--- src/rtl/post_params.svh ---
`ifndef POST_PARAMS_SVH
`define POST_PARAMS_SVH
// strap code values
`define POST_CODE_SERIAL 2'h0
`define POST_CODE_PARALLEL 2'h1
`define POST_CODE_RESERVED 2'h2
`define POST_CODE_BYPASS 2'h3
// strap bit positions within the pin pair
`define POST_STRAP_HI_BIT 1
`define POST_STRAP_LO_BIT 0
// nominal fused run time
`define POST_FUSED_RUN_MS 20
`endif

--- src/rtl/post_pkg.sv ---
package post_pkg;
  typedef enum logic [2:0] {
    POST_IDLE = 3'b000,
    POST_SAMPLE = 3'b001,
    POST_SEC = 3'b010,
    POST_MCU = 3'b011,
    POST_PAR = 3'b100,
    POST_MEM = 3'b101,
    POST_DONE = 3'b110
  } post_state_t;
endpackage : post_pkg

--- src/rtl/post_sync.sv ---
`timescale 1ns/1ps
module post_sync #(
  parameter int WIDTH = 2
) (
  input wire logic clk,
  input wire logic nrst,
  input wire logic ce,
  input wire logic [WIDTH-1:0] d,
  output logic [WIDTH-1:0] q
);
  logic [WIDTH-1:0] s1_reg;
  logic [WIDTH-1:0] s2_reg;
  logic [WIDTH-1:0] s1_next;
  logic [WIDTH-1:0] s2_next;

  always_comb
  begin
    s1_next = ce ? d : s1_reg;
    s2_next = ce ? s1_reg : s2_reg;
  end

  always_ff @(posedge clk or negedge nrst)
  begin
    if (!nrst)
    begin
      s1_reg <= '0;
      s2_reg <= '0;
    end
    else
    begin
      s1_reg <= s1_next;
      s2_reg <= s2_next;
    end
  end

  assign q = s2_reg;
endmodule : post_sync

--- src/rtl/post_select.sv ---
`timescale 1ns/1ps
`include "post_params.svh"
module post_select #(
  parameter int SYNC_STAGES = 2
) (
  input wire logic clk,
  input wire logic nrst,
  input wire logic ce,
  input wire logic [1:0] boot_strap_pins,
  input wire logic fuse_override,
  input wire logic fuse_post_enable,
  output logic sec_test_start,
  input wire logic sec_test_done,
  output logic mcu_test_start,
  input wire logic mcu_test_done,
  output logic mem_test_start,
  input wire logic mem_test_done,
  output logic boot_release,
  output logic [1:0] post_mode,
  output logic strap_reserved
);
  import post_pkg::*;

  // ****************************************************************
  // checks
  // ****************************************************************
  if (SYNC_STAGES != 2)
  begin : g_bad_stages
    $error("only two synchroniser stages are served");
  end

  // ****************************************************************
  // pin synchronisers
  // ****************************************************************
  logic [1:0] strap_sync;
  logic [1:0] fuse_sync;

  post_sync #(.WIDTH(2)) u_strap_sync (
    .clk(clk),
    .nrst(nrst),
    .ce(ce),
    .d(boot_strap_pins),
    .q(strap_sync)
  );

  post_sync #(.WIDTH(2)) u_fuse_sync (
    .clk(clk),
    .nrst(nrst),
    .ce(ce),
    .d({fuse_override, fuse_post_enable}),
    .q(fuse_sync)
  );

  // ****************************************************************
  // sequencer
  // ****************************************************************
  post_state_t state_reg;
  post_state_t state_next;
  logic [1:0] mode_reg;
  logic [1:0] mode_next;
  logic sec_done_reg;
  logic sec_done_next;
  logic mcu_done_reg;
  logic mcu_done_next;
  logic sec_start_reg;
  logic sec_start_next;
  logic mcu_start_reg;
  logic mcu_start_next;
  logic mem_start_reg;
  logic mem_start_next;
  logic release_reg;
  logic release_next;
  logic reserved_reg;
  logic reserved_next;
  logic settle_reg;
  logic settle_next;
  logic [1:0] sel_code;

  always_comb
  begin
    // fuses win over the pins when override is programmed
    if (fuse_sync[1])
      sel_code = fuse_sync[0] ? `POST_CODE_PARALLEL : `POST_CODE_BYPASS;
    else
      sel_code = {strap_sync[`POST_STRAP_HI_BIT], strap_sync[`POST_STRAP_LO_BIT]};
  end

  always_comb
  begin
    state_next = state_reg;
    mode_next = mode_reg;
    sec_done_next = sec_done_reg;
    mcu_done_next = mcu_done_reg;
    sec_start_next = 1'b0;
    mcu_start_next = 1'b0;
    mem_start_next = 1'b0;
    release_next = release_reg;
    reserved_next = reserved_reg;
    settle_next = settle_reg;
    case (state_reg)
      POST_IDLE:
      begin
        // extra cycle so the second stage holds the pins
        settle_next = 1'b1;
        if (settle_reg)
          state_next = POST_SAMPLE;
      end
      POST_SAMPLE:
      begin
        mode_next = sel_code;
        sec_done_next = 1'b0;
        mcu_done_next = 1'b0;
        case (sel_code)
          `POST_CODE_SERIAL:
          begin
            state_next = POST_SEC;
            sec_start_next = 1'b1;
          end
          `POST_CODE_PARALLEL:
          begin
            state_next = POST_PAR;
            sec_start_next = 1'b1;
            mcu_start_next = 1'b1;
          end
          `POST_CODE_RESERVED:
          begin
            // reserved code treated as bypass, flagged
            reserved_next = 1'b1;
            state_next = POST_DONE;
            release_next = 1'b1;
          end
          default:
          begin
            state_next = POST_DONE;
            release_next = 1'b1;
          end
        endcase
      end
      POST_SEC:
        if (sec_test_done)
        begin
          state_next = POST_MCU;
          mcu_start_next = 1'b1;
        end
      POST_MCU:
        if (mcu_test_done)
        begin
          state_next = POST_MEM;
          mem_start_next = 1'b1;
        end
      POST_PAR:
      begin
        if (sec_test_done)
          sec_done_next = 1'b1;
        if (mcu_test_done)
          mcu_done_next = 1'b1;
        if ((sec_done_reg || sec_test_done) && (mcu_done_reg || mcu_test_done))
        begin
          state_next = POST_MEM;
          mem_start_next = 1'b1;
        end
      end
      POST_MEM:
        if (mem_test_done)
        begin
          state_next = POST_DONE;
          release_next = 1'b1;
        end
      POST_DONE:
        state_next = POST_DONE;
      default:
        state_next = POST_IDLE;
    endcase
    if (!ce)
    begin
      state_next = state_reg;
      mode_next = mode_reg;
      sec_done_next = sec_done_reg;
      mcu_done_next = mcu_done_reg;
      sec_start_next = sec_start_reg;
      mcu_start_next = mcu_start_reg;
      mem_start_next = mem_start_reg;
      release_next = release_reg;
      reserved_next = reserved_reg;
      settle_next = settle_reg;
    end
  end

  always_ff @(posedge clk or negedge nrst)
  begin
    if (!nrst)
    begin
      state_reg <= POST_IDLE;
      mode_reg <= `POST_CODE_BYPASS;
      sec_done_reg <= 1'b0;
      mcu_done_reg <= 1'b0;
      sec_start_reg <= 1'b0;
      mcu_start_reg <= 1'b0;
      mem_start_reg <= 1'b0;
      release_reg <= 1'b0;
      reserved_reg <= 1'b0;
      settle_reg <= 1'b0;
    end
    else
    begin
      state_reg <= state_next;
      mode_reg <= mode_next;
      sec_done_reg <= sec_done_next;
      mcu_done_reg <= mcu_done_next;
      sec_start_reg <= sec_start_next;
      mcu_start_reg <= mcu_start_next;
      mem_start_reg <= mem_start_next;
      release_reg <= release_next;
      reserved_reg <= reserved_next;
      settle_reg <= settle_next;
    end
  end

  assign sec_test_start = sec_start_reg;
  assign mcu_test_start = mcu_start_reg;
  assign mem_test_start = mem_start_reg;
  assign boot_release = release_reg;
  assign post_mode = mode_reg;
  assign strap_reserved = reserved_reg;
endmodule : post_select

--- config.mk ---
export PLATFORM = sky130hd
export DESIGN_NAME = post_select
export DESIGN_NICKNAME = d
export VERILOG_FILES = /design/src/rtl/post_pkg.sv /design/src/rtl/post_sync.sv /design/src/rtl/post_select.sv
export VERILOG_INCLUDE_DIRS = /design/src /design/src/rtl
export SDC_FILE = /design/constraint.sdc
export NUM_CORES = 1
export LEC_CHECK = 0
export ABC_AREA = 1
export BUFFER_PORTS_ARGS = -buffer_cell sky130_fd_sc_hd__buf_2
export CAP_MARGIN = 20
export CORE_MARGIN = 1
export CORE_UTILIZATION = 55
export DETAILED_ROUTE_END_ITERATION = 12
export GPL_TIMING_DRIVEN = 0
export PLACE_DENSITY_LB_ADDON = 0.1
export SYNTH_ARGS = -nofsm -noshare
export SYNTH_HDL_FRONTEND = slang
export SYNTH_SLANG_ARGS = --single-unit
--- constraint.sdc ---
create_clock -name clk -period 1.7 [get_ports clk]
set_clock_uncertainty 0.05 [all_clocks]
set_input_delay 0 -clock clk [delete_from_list [all_inputs] [get_ports clk]]
set_output_delay 0 -clock clk [all_outputs]
set_load 0.01 [all_outputs]
# After elaboration in Yosys (flattened, before gate mapping)
# Cells that the tools add are included.
# W data, S select, Z words.
# op_classes
n_eq_ne	16
n_mux	24
n_reduce_logical	15
# op_table
operator	count
$pmux W3 S7	1
$ne A2 B2 Y1 const B	8
$mux W3	5
$mux W1	10
$pmux W1 S2	5
$eq A3 B3 Y1 const B	3
$reduce_and A3 Y1	3
$eq A3 B2 Y1 const B	2
$pmux W3 S2	1
$reduce_and A6 Y1	1
$mux W2	2
$reduce_and A2 Y1	2
$reduce_and A4 Y1	1
$reduce_bool A2 Y1	2
$eq A3 B1 Y1 const B	1
$logic_not A3 Y1	1
$eq A2 B1 Y1 const B	1
$eq A2 B2 Y1 const B	1
$logic_not A2 Y1	1
$logic_or A1 B1 Y1	2
$reduce_or A2 Y1	1
$logic_and A1 B1 Y1	1
# totals
ff_bits	21
output_inout_bits	7
word_cells	69

# Logic depth before layout (Yosys ltp)
# depth
depth_word	6
depth_mapped	9
depth_no_buf	8

# Hierarchy
# A second synthesis with hierarchy kept.
# hier_totals
hier_cells	133
hier_area_um2	1084.8
# modules_own_cells
mod	n_inst	cells_per_inst	area_per_inst_um2	seq_area_each_um2
post_select	1	99	787.0	327.8
post_sync	2	17	148.9	100.1

# Worst setup path after synthesis
# Ideal clock, no wire load.
# synth_path
path_kind	register to register
startpoint	register state_reg[1]
endpoint	register release_reg, in the netlist boot_release
setup_time_ps	118
arrival_ps	977
t_required_ps	1532
setup_slack_ps	555
path_stages_with_launch	7
n_path_buf	1
cell_sequence	dfrtp_1 -> buf_6 -> inv_2 -> nand3_2 -> nor2_2 -> nor2_4 -> a21o_1
# synth_via
elab_chain_len	3
# synth_lines
item	line_no	source
from (decl)	post_select.sv:57	post_state_t state_reg;
from (signal assigned)	post_select.sv:206	state_reg <= state_next;
$eq A3 B1 Y1 or $eq A3 B3 Y1 (tied branches)	post_select.sv:100	case (state_reg)
$ne A2 B2 Y1 (no source line) or $reduce_bool A2 Y1 (tied branches)	-	
$reduce_and A4 Y1 (no source line)	-	
to (signal assigned)	post_select.sv:213	release_reg <= release_next;
to (decl)	post_select.sv:71	logic release_reg;
# Several ways; a longest one is shown, not always the timed one.
# A chain may end at the register's enable or synchronous reset.

# Final worst setup path
# layout_path
startpoint	register u_strap_sync.s2_reg[1], in the netlist u_strap_sync.q[1]
endpoint	register state_reg[1]
# layout_via
elab_chain_len	4
# layout_lines
item	line_no	source
from (decl)	post_sync.sv:12	logic [WIDTH-1:0] s2_reg;
from (signal assigned)	post_sync.sv:32	s2_reg <= s2_next;
$mux W2 *	post_select.sv:82	if (fuse_sync[1])
$eq A2 B1 Y1 or $logic_not A2 Y1 (tied branches)	post_select.sv:113	case (sel_code)
$pmux W3 S2 *	post_select.sv:113	
$pmux W3 S7 *	post_select.sv:100	
# Mark *: on every way between the ends. The rest lies on a longest branch, timed or not.

==> impl_metrics.tcl <==
set metrics [dict create \
    outcome "completed" \
    die_w_um 47.17 \
    min-delay-path-class "in -> reg" \
    ys.flop_type "sky130_fd_sc_hd__dfrtp_1" \
    finalHoldViolCount 0 \
    rows 15 \
    crit-reg2reg-launch "u_strap_sync.q[1]" \
    final.fill_count 159 \
    grt_pass1_wl_um 3677 \
    grt_util_all_layers 0.2391 \
    post_drt_via_cell_ratio 5.037 \
    finalSetupViolCount 0 \
    grt_start_max_net_pins 22 \
    numCtsBuffers 3 \
    power_leakage_nw 0.6984 \
    timing.final.max_slew_violations 0 \
    worstSetupStartpointType "register" \
    htree_levels 1 \
    clock_power_share 0.126 \
    cap_viol_max_count 0 \
    layout-drive-gt1-share 0.2840 \
    routedWlPerCell_um 10.92 \
    timing.critical_path.max_delay_family "flip-flops" \
    drt_pass1_iterations 4 \
    die_h_um 47.17 \
    gr-total-overflow 0 \
    route.final.wire_length_um 2042 \
    design.final.nets 173 \
    placed_wire_length_estimate_after_detailed_placement_um 1537 \
    critPathBufInv 0 \
    power.share.sequential 0.398 \
    synth-seq-cells 21 \
    share_comb_of_total_power 0.475 \
    period_share 0.7504 \
    clock_latency_ns 0.30 \
    cts.root.buffer_cell "sky130_fd_sc_hd__clkbuf_4" \
    detailroute.via_count 942 \
    drc_errors 0 \
    drt_first_iter_violations 9 \
    irDropWorstVdd_mv 0.9132 \
    max_clock_freq_mhz 783.9 \
    detailed_place.area_um2 1234 \
    asyncSetResetFlopFracSynth 1.000 \
    post_cts.resized_instances 0 \
    required_ns 1.84 \
    synth_enable_flop_cells 0 \
    n_antenna_cell 0 \
    clock-sinks 21 \
    powerDensity_nw_per_um2 1369 \
    critical_path.max_stage_delay_ns 0.42 \
    antenna_found_initial 0 \
    arrival_ns 1.42 \
    synth.yosys.warnings 0 \
    critPathCaptureType "register" \
    die_area_um2 2225 \
    cell_internal_pwr_mw 1.080 \
    syn_to_final_growth_pct 19.40 \
    rsz_0062_raised_after_global_routing "false" \
    io_port_bufs 16 \
    grt_pass1_vias 896 \
    setup.worst_path.class "reg -> reg" \
    drtAntennaViolNets 0 \
    crit_start "u_strap_sync.q[1]" \
    power.switching_mw 0.7545 \
    path_common_cell "sky130_fd_sc_hd__nand2_1" \
    layout.cell_area.non_filler_um2 1340 \
    timing.max_slew.rel_slack 0.7045 \
    globalplace.congestion 0.8815 \
    min-delay-start "mem_test_done" \
    post_synth.cell_area_avg_um2 8.376 \
    initial_cell_density_of_the_core 0.6165 \
    largest_register_ff_count 3 \
    worst_path_max_delay_cell "sky130_fd_sc_hd__dfrtp_1" \
    synth.cell_area_um2 1122 \
    tightest_slew_ns 0.4432 \
    syn_nets 144 \
    cts_buffer_depth 2 \
    post_synth_num_cell_types 26 \
    synth.yosys.seq_area_share 0.4705 \
    placeableCoreArea_um2 1821 \
    netlist_instances 134 \
    finalCriticalPeriod_ns 1.276 \
    cp_cell_sequence "o21ai_0, nand2_1, nand2_1, nand2_1, nand3_1, nand2_1" \
    tritoncts "yes" \
    worst_setup_hold_path_clk_slew_ns 0.12 \
    setup_tns_ns 0 \
    swShare 0.4112 \
    cp_max_fo 3 \
    pin_count 17 \
]
## worst min-delay path: stages
cell and delay [ns]:
sky130_fd_sc_hd__buf_2 0.08, sky130_fd_sc_hd__nor2_2 0.04, sky130_fd_sc_hd__nor2_4 0.12, sky130_fd_sc_hd__a21o_1 0.13
## layout by cell type (no fill, tap or decap), types with 2 or more instances in the layout
| cell | count |
|---|---|
| sky130_fd_sc_hd__clkbuf_1 | 2 |
| sky130_fd_sc_hd__dfrtp_1 | 19 |
| sky130_fd_sc_hd__dlygate4sd3_1 | 8 |
| sky130_fd_sc_hd__nand2_1 | 36 |
| sky130_fd_sc_hd__nand2_2 | 5 |
| sky130_fd_sc_hd__nor2_4 | 2 |
| sky130_fd_sc_hd__inv_2 | 4 |
| sky130_fd_sc_hd__buf_6 | 2 |
| sky130_fd_sc_hd__nor2_2 | 3 |
| sky130_fd_sc_hd__o21ai_1 | 2 |
| sky130_fd_sc_hd__clkbuf_4 | 3 |
| sky130_fd_sc_hd__buf_2 | 17 |
| sky130_fd_sc_hd__nor2_8 | 2 |
| sky130_fd_sc_hd__nand3_1 | 8 |
| sky130_fd_sc_hd__nor2_1 | 8 |
| sky130_fd_sc_hd__nand3_2 | 2 |
| sky130_fd_sc_hd__o21ai_0 | 14 |
| sky130_fd_sc_hd__inv_1 | 14 |
| sky130_fd_sc_hd__dfstp_2 | 2 |
## synthesized netlist by cell type (2+ instances only)
master                    count  area share
sky130_fd_sc_hd__dfrtp_1     19        0.42
sky130_fd_sc_hd__o21ai_1      2      0.0089
sky130_fd_sc_hd__nor2_8       2       0.036
sky130_fd_sc_hd__inv_2        4       0.013
sky130_fd_sc_hd__nor2_4       2       0.020
sky130_fd_sc_hd__nor2_1       8       0.027
sky130_fd_sc_hd__dfstp_2      2       0.047
sky130_fd_sc_hd__nand3_1      8       0.036
sky130_fd_sc_hd__buf_6        2       0.020
sky130_fd_sc_hd__nand3_2      2       0.018
sky130_fd_sc_hd__inv_1       14       0.047
sky130_fd_sc_hd__nor2_2       3       0.017
sky130_fd_sc_hd__nand2_1     36        0.12
sky130_fd_sc_hd__nand2_2      5       0.028
sky130_fd_sc_hd__o21ai_0     14       0.062
## power groups by stage
stage                     clock network (mW)  logic, mW  registers (mW)
after global routing                   0.257      0.987           0.746
after CTS                              0.242      0.884           0.731
final                                  0.232      0.872           0.731
after detailed placement                   0      0.866           0.741
after floorplan                            0      0.644           0.762
after global placement                     0      0.845           0.735
## cell families (layout without fill, tap and decap cells)
family | count (synthesis) | in the layout | share of synthesized area
buf+inv | 23 | 51 | 0.09364
simple gates | 68 | 68 | 0.3166
flops | 21 | 21 | 0.4705
compound gates | 22 | 22 | 0.1193
## what timing repair did
item                                    CTS  global route
endpoints found under the hold margin    29             0
buffers inserted                          0             0
endpoints found under the setup margin    0             0
hold buffers                              8             0
## worst paths after layout
kind,depth (start not counted),slack [ns],to
worst min-delay path,4,0.07,boot_release
worst max-delay path,6,0.42,state_reg[1]
worst max register to register,6,0.42,state_reg[1]
max in group asynchronous,2,1.12,post_mode[1]
min in group asynchronous,2,0.12,mcu_done_reg
worst min register to register,1,0.42,boot_release
## routing by layer
metal  part of all wire  global-route usage
met3              0.023             0.02692
met1               0.44              0.2752
met5                  0                   0
met2               0.51              0.4389
met4              0.020              0.1143
## through the flow
step	util	cells	total power, mW	hold slack (ns)	setup slack (ns)
3_5_place_dp	0.6777	175	1.607	-0.06801	0.4546
4_1_cts	0.7361	187	1.856	0.06783	0.4134
3_3_place_gp	0.6777	175	1.580	-0.07844	0.4523
6_report	0.7361	187	1.835	0.06710	0.4243
5_1_grt	0.7361	187	1.991	0.09074	0.3177
2_1_floorplan	-	134	1.405	-0.3456	0.5554
## final cells by class
type                    instances  area, um2  area share
inverters                      19      73.82     0.05509
plain buffers                   4      31.28     0.02334
clock buffers                   4      26.28     0.01961
multi-input cells              90      489.2      0.3651
repair buffers                 24      160.2      0.1195
well taps                      25      31.28     0.02334
flip-flops and latches         21      528.0      0.3940
Power figures use the tool's default switching activity.
